**src/sac_regs.svh**
```systemverilog
`ifndef SAC_REGS_SVH
`define SAC_REGS_SVH

`define SAC_ADDR_INPUT_SEL 3'h0
`define SAC_ADDR_CTRL_A 3'h1
`define SAC_ADDR_CTRL_B 3'h2
`define SAC_ADDR_RES_LOW 3'h3
`define SAC_ADDR_RES_HIGH 3'h4

`define SAC_A_ENABLE 7
`define SAC_A_START 6
`define SAC_A_AUTO 5
`define SAC_A_FLAG 4
`define SAC_A_IRQ_EN 3
`define SAC_SEL_LEFT_ADJ 5

`define SAC_RST_BYTE 8'h00
`define SAC_RST_RESULT 10'h000
`define SAC_TRIG_SELF 3'h0

// Half converter cycles from conversion start
`define SAC_HALF_SAMP_NORMAL 6'h03
`define SAC_HALF_DONE_NORMAL 6'h1A
`define SAC_HALF_SAMP_FIRST 6'h1B
`define SAC_HALF_DONE_FIRST 6'h32
`define SAC_HALF_SAMP_AUTO 6'h04
`define SAC_HALF_DONE_AUTO 6'h1B
`endif

```
**src/sac_pkg.sv**
```systemverilog
package sac_pkg;
  typedef enum logic [1:0] {
    SAC_IDLE = 2'b00,
    SAC_WAIT = 2'b01,
    SAC_CONV = 2'b10
  } sac_state_t;
endpackage

```
**src/sac_conv_ctrl.sv**
```systemverilog
// The strobed register port and the register offsets are this design's own decisions.
`timescale 1ns/1ns
`include "sac_regs.svh"
module sac_conv_ctrl
(
  input wire logic i_clk_sys,
  input wire logic i_nrst,
  input wire logic [2:0] i_addr,
  input wire logic [7:0] i_wdata,
  input wire logic i_wr,
  input wire logic i_rd,
  output logic [7:0] o_rdata,
  input wire logic [7:0] i_trig,
  input wire logic i_sleep_conv_mode,
  input wire logic i_cpu_halted,
  input wire logic [9:0] i_core_result,
  output logic o_core_enable,
  output logic o_core_init,
  output logic [1:0] o_channel_select,
  output logic [1:0] o_reference_select,
  output logic o_sample_hold,
  output logic o_conv_busy,
  output logic o_conversion_done_flag
);

  sac_pkg::sac_state_t state;
  sac_pkg::sac_state_t next_state;
  logic [7:0] input_select_reg;
  logic [7:0] next_input_select_reg;
  logic conv_enable;
  logic next_conv_enable;
  logic start_conversion;
  logic next_start_conversion;
  logic auto_trigger_enable;
  logic next_auto_trigger_enable;
  logic done_irq_enable;
  logic next_done_irq_enable;
  logic [2:0] clock_divider_select;
  logic [2:0] next_clock_divider_select;
  logic [2:0] trigger_source_select;
  logic [2:0] next_trigger_source_select;
  logic [9:0] result;
  logic [9:0] next_result;
  logic locked;
  logic next_locked;
  logic first_run;
  logic next_first_run;
  logic [7:0] presc;
  logic [7:0] next_presc;
  logic [5:0] hcnt;
  logic [5:0] next_hcnt;
  logic [5:0] samp_at;
  logic [5:0] next_samp_at;
  logic [5:0] done_at;
  logic [5:0] next_done_at;
  logic [3:0] trig_d;
  logic [3:0] next_trig_d;
  logic halted_d;
  logic [7:0] next_rdata;
  logic next_core_init;
  logic [1:0] next_channel_select;
  logic [1:0] next_reference_select;
  logic next_sample_hold;
  logic next_conv_busy;
  logic next_done_flag;

  logic [7:0] mask;
  logic tick_full;
  logic tick_half;
  logic [5:0] hcnt_inc;
  logic trig_rise;
  logic free_run;
  logic done_now;
  logic sw_start;
  logic sleep_start;
  logic [7:0] low_byte;
  logic [7:0] high_byte;

  // Power-of-two divider, period 2 to 256 cycles
  assign mask = 8'((16'h0002 << clock_divider_select) - 16'h0001);
  assign tick_full = ((presc & mask) == mask);
  assign tick_half = tick_full || ((presc & mask) == (mask >> 1));
  assign hcnt_inc = 6'(hcnt + 6'h01);
  // Three-cycle delayed trigger, edge only
  assign trig_rise = trig_d[2] & ~trig_d[3];
  assign free_run = auto_trigger_enable && (trigger_source_select == `SAC_TRIG_SELF);
  assign done_now = (state == sac_pkg::SAC_CONV) && tick_half && (hcnt_inc == done_at);
  assign sw_start = i_wr && (i_addr == `SAC_ADDR_CTRL_A) && i_wdata[`SAC_A_START];
  assign sleep_start = i_cpu_halted && !halted_d && i_sleep_conv_mode
    && !auto_trigger_enable && done_irq_enable;
  assign low_byte = input_select_reg[`SAC_SEL_LEFT_ADJ] ? {result[1:0], 6'h00}
    : result[7:0];
  assign high_byte = input_select_reg[`SAC_SEL_LEFT_ADJ] ? result[9:2]
    : {6'h00, result[9:8]};

  always_comb
  begin
    next_state = state;
    next_input_select_reg = input_select_reg;
    next_conv_enable = conv_enable;
    next_start_conversion = start_conversion;
    next_auto_trigger_enable = auto_trigger_enable;
    next_done_irq_enable = done_irq_enable;
    next_clock_divider_select = clock_divider_select;
    next_trigger_source_select = trigger_source_select;
    next_result = result;
    next_locked = locked;
    next_first_run = first_run;
    next_presc = 8'(presc + 8'h01);
    next_hcnt = hcnt;
    next_samp_at = samp_at;
    next_done_at = done_at;
    next_trig_d = {trig_d[2:0], i_trig[trigger_source_select]};
    next_rdata = 8'h00;
    next_done_flag = o_conversion_done_flag;
    next_sample_hold = 1'b0;

    if (i_wr)
    begin
      case (i_addr)
        `SAC_ADDR_INPUT_SEL: next_input_select_reg = i_wdata;
        `SAC_ADDR_CTRL_A:
        begin
          next_conv_enable = i_wdata[`SAC_A_ENABLE];
          next_auto_trigger_enable = i_wdata[`SAC_A_AUTO];
          next_done_irq_enable = i_wdata[`SAC_A_IRQ_EN];
          next_clock_divider_select = i_wdata[2:0];
          if (i_wdata[`SAC_A_FLAG])
          begin
            next_done_flag = 1'b0;
          end
        end
        `SAC_ADDR_CTRL_B: next_trigger_source_select = i_wdata[2:0];
        default: ;
      endcase
    end

    if (i_rd)
    begin
      case (i_addr)
        `SAC_ADDR_INPUT_SEL: next_rdata = input_select_reg;
        `SAC_ADDR_CTRL_A: next_rdata = {conv_enable, start_conversion, auto_trigger_enable,
          o_conversion_done_flag, done_irq_enable, clock_divider_select};
        `SAC_ADDR_CTRL_B: next_rdata = {5'h00, trigger_source_select};
        `SAC_ADDR_RES_LOW:
        begin
          next_rdata = low_byte;
          next_locked = 1'b1;
        end
        `SAC_ADDR_RES_HIGH:
        begin
          next_rdata = high_byte;
          next_locked = 1'b0;
        end
        default: next_rdata = 8'h00;
      endcase
    end

    case (state)
      sac_pkg::SAC_IDLE:
      begin
        if (sw_start || sleep_start)
        begin
          next_state = sac_pkg::SAC_WAIT;
          next_start_conversion = 1'b1;
        end
        else if (auto_trigger_enable && !free_run && trig_rise)
        begin
          next_state = sac_pkg::SAC_CONV;
          next_start_conversion = 1'b1;
          next_presc = 8'h00;
          next_hcnt = 6'h00;
          next_samp_at = first_run ? `SAC_HALF_SAMP_FIRST : `SAC_HALF_SAMP_AUTO;
          next_done_at = first_run ? `SAC_HALF_DONE_FIRST : `SAC_HALF_DONE_AUTO;
        end
      end
      sac_pkg::SAC_WAIT:
      begin
        if (tick_full)
        begin
          next_state = sac_pkg::SAC_CONV;
          next_hcnt = 6'h00;
          next_samp_at = first_run ? `SAC_HALF_SAMP_FIRST : `SAC_HALF_SAMP_NORMAL;
          next_done_at = first_run ? `SAC_HALF_DONE_FIRST : `SAC_HALF_DONE_NORMAL;
        end
      end
      sac_pkg::SAC_CONV:
      begin
        if (tick_half)
        begin
          next_hcnt = hcnt_inc;
          next_sample_hold = (hcnt_inc == samp_at);
        end
        if (done_now)
        begin
          next_done_flag = 1'b1;
          next_first_run = 1'b0;
          if (!locked)
          begin
            next_result = i_core_result;
          end
          if (free_run)
          begin
            next_hcnt = 6'h00;
            next_samp_at = `SAC_HALF_SAMP_NORMAL;
            next_done_at = `SAC_HALF_DONE_NORMAL;
          end
          else
          begin
            next_state = sac_pkg::SAC_IDLE;
            next_start_conversion = 1'b0;
          end
        end
      end
      default: next_state = sac_pkg::SAC_IDLE;
    endcase

    if (!next_conv_enable)
    begin
      next_state = sac_pkg::SAC_IDLE;
      next_start_conversion = 1'b0;
      next_presc = 8'h00;
      next_first_run = 1'b1;
      next_sample_hold = 1'b0;
    end

    next_channel_select = o_channel_select;
    next_reference_select = o_reference_select;
    // Buffer tracks while enabled and not converting, or in the last converter cycle
    if (conv_enable && (state != sac_pkg::SAC_CONV
      || 7'(hcnt) + 7'h02 >= 7'(done_at)))
    begin
      next_channel_select = input_select_reg[1:0];
      next_reference_select = input_select_reg[7:6];
    end
    next_conv_busy = (next_state == sac_pkg::SAC_CONV);
    next_core_init = next_first_run;
  end

  always_ff @(posedge i_clk_sys or negedge i_nrst)
  begin
    if (!i_nrst)
    begin
      state <= sac_pkg::SAC_IDLE;
      input_select_reg <= `SAC_RST_BYTE;
      conv_enable <= 1'b0;
      start_conversion <= 1'b0;
      auto_trigger_enable <= 1'b0;
      done_irq_enable <= 1'b0;
      clock_divider_select <= 3'h0;
      trigger_source_select <= 3'h0;
      result <= `SAC_RST_RESULT;
      locked <= 1'b0;
      first_run <= 1'b1;
      presc <= 8'h00;
      hcnt <= 6'h00;
      samp_at <= `SAC_HALF_SAMP_NORMAL;
      done_at <= `SAC_HALF_DONE_NORMAL;
      trig_d <= 4'h0;
      halted_d <= 1'b0;
      o_rdata <= `SAC_RST_BYTE;
      o_core_enable <= 1'b0;
      o_core_init <= 1'b1;
      o_channel_select <= 2'h0;
      o_reference_select <= 2'h0;
      o_sample_hold <= 1'b0;
      o_conv_busy <= 1'b0;
      o_conversion_done_flag <= 1'b0;
    end
    else
    begin
      state <= next_state;
      input_select_reg <= next_input_select_reg;
      conv_enable <= next_conv_enable;
      start_conversion <= next_start_conversion;
      auto_trigger_enable <= next_auto_trigger_enable;
      done_irq_enable <= next_done_irq_enable;
      clock_divider_select <= next_clock_divider_select;
      trigger_source_select <= next_trigger_source_select;
      result <= next_result;
      locked <= next_locked;
      first_run <= next_first_run;
      presc <= next_presc;
      hcnt <= next_hcnt;
      samp_at <= next_samp_at;
      done_at <= next_done_at;
      trig_d <= next_trig_d;
      halted_d <= i_cpu_halted;
      o_rdata <= next_rdata;
      o_core_enable <= next_conv_enable;
      o_core_init <= next_core_init;
      o_channel_select <= next_channel_select;
      o_reference_select <= next_reference_select;
      o_sample_hold <= next_sample_hold;
      o_conv_busy <= next_conv_busy;
      o_conversion_done_flag <= next_done_flag;
    end
  end
endmodule

```
**config.mk**
```make
export PLATFORM = sky130hd
export DESIGN_NAME = sac_conv_ctrl
export DESIGN_NICKNAME = d
export VERILOG_FILES = /design/src/sac_pkg.sv /design/src/sac_conv_ctrl.sv
export VERILOG_INCLUDE_DIRS = /design/src
export SDC_FILE = /design/constraint.sdc
export NUM_CORES = 1
export LEC_CHECK = 0
export BUFFER_PORTS_ARGS = -buffer_cell sky130_fd_sc_hd__buf_2
export CORE_MARGIN = 1.5
export CORE_UTILIZATION = 35
export CTS_BUF_LIST = sky130_fd_sc_hd__clkbuf_2
export CTS_CLUSTER_SIZE = 12
export DETAILED_ROUTE_END_ITERATION = 7
export PLACE_DENSITY = 0.51
export REMOVE_ABC_BUFFERS = 1
export SYNTH_ARGS = -nofsm -noshare
export SYNTH_HDL_FRONTEND = slang
export SYNTH_SLANG_ARGS = --single-unit
```
**constraint.sdc**
```tcl
create_clock -name i_clk_sys -period 2.5 [get_ports i_clk_sys]
set_input_delay 0.5 -clock i_clk_sys [delete_from_list [all_inputs] [get_ports i_clk_sys]]
set_output_delay 0.5 -clock i_clk_sys [all_outputs]
set_load 0.02 [all_outputs]
```
==> summary.md <==
| Metric | Value |
|---|---|
| Kind of critical path | `reg -> reg` |
| Max VDD drop | `322.9 µV` |
| Commonest cells in the netlist | `dfrtp_1 (67), nor2_1 (45), mux2_2 (30)` |
| Required time of the critical path | `2.92 ns` |
| Total Routing Usage GR | `18.37%` |
| # IOs | `52` |
| Most frequent cell after synthesis | `dfrtp_1` |
| Max-slew violation count | `0` |
| Number of max-cap violations | `0` |
| Cts bufs inserted | `9` |
| Max frequency | `0.4238 GHz` |
| Grt ovf | `0` |
| Final clock skew | `0.03579 ns` |
| Final setup vio count | `0` |
| Largest cells by area after synthesis | `dfrtp_1 (42%), mux2_2 (8.4%), nor2_1 (4.2%), mux2i_1 (3.7%), ha_1 (3.4%)` |
| Post-Syn Instances | `392` |
| Area grow syn2layout | `18.88%` |
| #FFs+latches synth | `70` |
| Ys async rst share | `100.0%` |
| Worst path bufs/invs | `1` |
| WP data arrival | `2.78 ns` |
| # rows | `39` |
| DIE WIDTH | `110.4 µm` |
| CP delay by family, top | `simple AND/OR/NAND/NOR gates` |
| Sequential area share after synthesis | `43.50%` |
| Distinct cell type count after synthesis | `68` |
| Vias | `3280` |
| Largest register FFs | `10` |
| Flop-to-flop setup slack | `0.14 ns` |
| Hold crit path type | `in -> reg` |
| Layout Nets | `516` |
| Period utilisation layout | `94.38%` |
| YS warnings | `0` |
| Most flop-heavy register | `result` |
| Yosys top cell by area | `dfrtp_1` |
| Worst r2r dst | `result[2]$_DFFE_PN0P_` |
| First-pass iteration count of the detailed router | `4` |
| Area of the multi-input gates | `2143 µm²` |
| Post-synth EDFFs | `0` |
| RSZ-0062 raised after global routing | `false` |
| Fraction of final layout cells sized beyond drive strength 1 | `32.84%` |
| Root Driver | `clkbuf_2` |
| Synth top area share | `41.55%` |
| Clk Latency, worst-skew pair | `0.52 ns` |
| P per Cell Area | `690.4 nW/µm²` |
| R2R cell count | `7` |
| CP max stage delay | `0.46 ns` |
| Nature of the critical path startpoint | `flop` |
| Die H | `110.4 µm` |
| # H-tree levels | `3` |
| Final Hold Viols | `0` |
| Crit Path Max Fanout | `10` |
| Relative slew slack | `67.09%` |
| Worst R2R Start | `clock_divider_select[0]$_DFFE_PN0P_` |
| Slew @ Worst Pin | `0.4936 ns` |
| Buffers on Ports | `51` |
| Synthesized area | `4035 µm²` |
| Fin crit period | `2.360 ns` |
| Fillers | `1161` |
| Worst path cell trace | `or2b_2 -> nand3_1 -> o21ai_0 -> o31a_2 -> nor4_4 -> buf_12 -> mux2_2` |
| Setup WS pre-CTS | `0.1148 ns` |
| Critical path origin | `clock_divider_select[0]$_DFFE_PN0P_` |
| Number of global-route vias before repair | `3387` |
| Largest net degree at the start of global routing | `51` |
| Setup Buffers After CTS | `0` |
| Core area | `11320 µm²` |
| Fin util | `42.37%` |
| Pwr Total | `3.312 mW` |
| Reg area | `1760 µm²` |
| Critical path depth | `7` |
| GP Congestion | `0.8216` |
| Hold slack | `0.1068 ns` |
| LEAKAGE | `2.190 nW` |
| Antenna Nets Post-Route | `0` |
| Clock Path Buffers | `2` |
| Ant diodes | `0` |
| Routed WL | `10.19 mm` |
| Die area | `12180 µm²` |
| WL/cell | `16.49 µm` |
| Initial antenna violation count | `0` |
| CP Capture Point | `result[2]$_DFFE_PN0P_` |
| DP HPWL | `7.754 mm` |
| Syn Area/Cell | `10.29 µm²` |
| CTS clk-pin slew, worst paths | `0.21 ns` |
| Num Clock Sinks | `70` |
| Initial Util | `35.64%` |
| Status | `finished clean` |
| Setup crit end kind | `flop` |
| DRC | `0` |
| Slowest cell on the critical path | `dfrtp_2` |
| Post-synth top flop | `dfrtp_1` |
| Hold Crit Depth | `1` |
| CTS tree | `built` |
| First-pass GRT wire length | `17.06 mm` |
| Vias/cell | `5.307` |
| Initial DRC Count | `147` |
| Setup WS post-layout | `0.1404 ns` |
[cells by family after synthesis]
group / share of synthesized area [%]
AOI/OAI and AO/OA: 13.49
xor gates and xnor gates: 4.031
adders and majority gates: 3.411
buffers and inverters: 4.062
DFF: 43.50
muxes: 13.21
and+or+nand+nor: 18.30
[worst min-delay path by stage]
| stage | slack, ns | end | from |
|---|---|---|---|
| 6_report | 0.11 | halted_d$_DFF_PN0_ | i_cpu_halted |
| 2_1_floorplan | 0.20 | auto_trigger_enable$_DFFE_PN0P_ | i_nrst |
| 3_3_place_gp | 0.33 | trig_d[2]$_DFF_PN0_ | trig_d[1]$_DFF_PN0_ |
| 3_5_place_dp | 0.34 | trig_d[2]$_DFF_PN0_ | trig_d[1]$_DFF_PN0_ |
| 5_1_grt | 0.05 | halted_d$_DFF_PN0_ | i_cpu_halted |
| 4_1_cts | 0.05 | halted_d$_DFF_PN0_ | i_cpu_halted |
[stage by stage]
stage | cell area [µm²] | TNS (ns) | instances
2_1_floorplan | 3939 | -2.102 | 375
3_3_place_gp | 4644 | 0 | 601
3_5_place_dp | 4644 | 0 | 601
4_1_cts | 4771 | 0 | 618
5_1_grt | 4797 | 0 | 618
6_report | 4797 | 0 | 618
[per-layer routing]
metal | GRT usage, % | vias up | share of wire, %
li1 | - | 1588 | -
met1 | 26.52 | 1624 | 51
met2 | 28.31 | 58 | 46
met3 | 2.998 | 10 | 2.9
met4 | 5.403 | 0 | 0.82
met5 | 0 | - | 0
[area by class of cell]
cell class / count / area share [%]
clock buffers: 9 / 0.9390
inverters: 18 / 1.408
well taps: 143 / 3.730
flip-flops and latches: 70 / 36.70
clock inverters: 7 / 1.487
repair buffers: 84 / 11.06
multi-input cells: 287 / 44.68
[cell usage in the layout (no fill, tap or decap), types with 9 or more instances in the layout]
cell      Yosys  final
a21oi_1      15     15
buf_2         4     51
buf_4         3     30
clkbuf_2      0      9
dfrtp_1      67     63
ha_1         11     10
inv_1        18     18
mux2_2       30     30
mux2i_1      15     15
nand2_1      24     24
nand3_1      15     15
nor2_1       45     45
nor3_1       10      9
o21ai_0      10      9
xnor2_1      10     10
[power by group]
group	switching (mW)	leakage [nW]	internal, mW
combinational	0.617	1.22	0.526
clock	0.444	0.0664	0.232
sequential	0.168	0.899	1.32
[timing repair]
action | in CTS | in global routing
resized for setup | 0 | 9
hold endpoints to repair | 20 | 0
hold buffers | 1 | 0
endpoints found under the setup margin | 0 | 17
No activity file was read; power rests on OpenSTA's default activity.
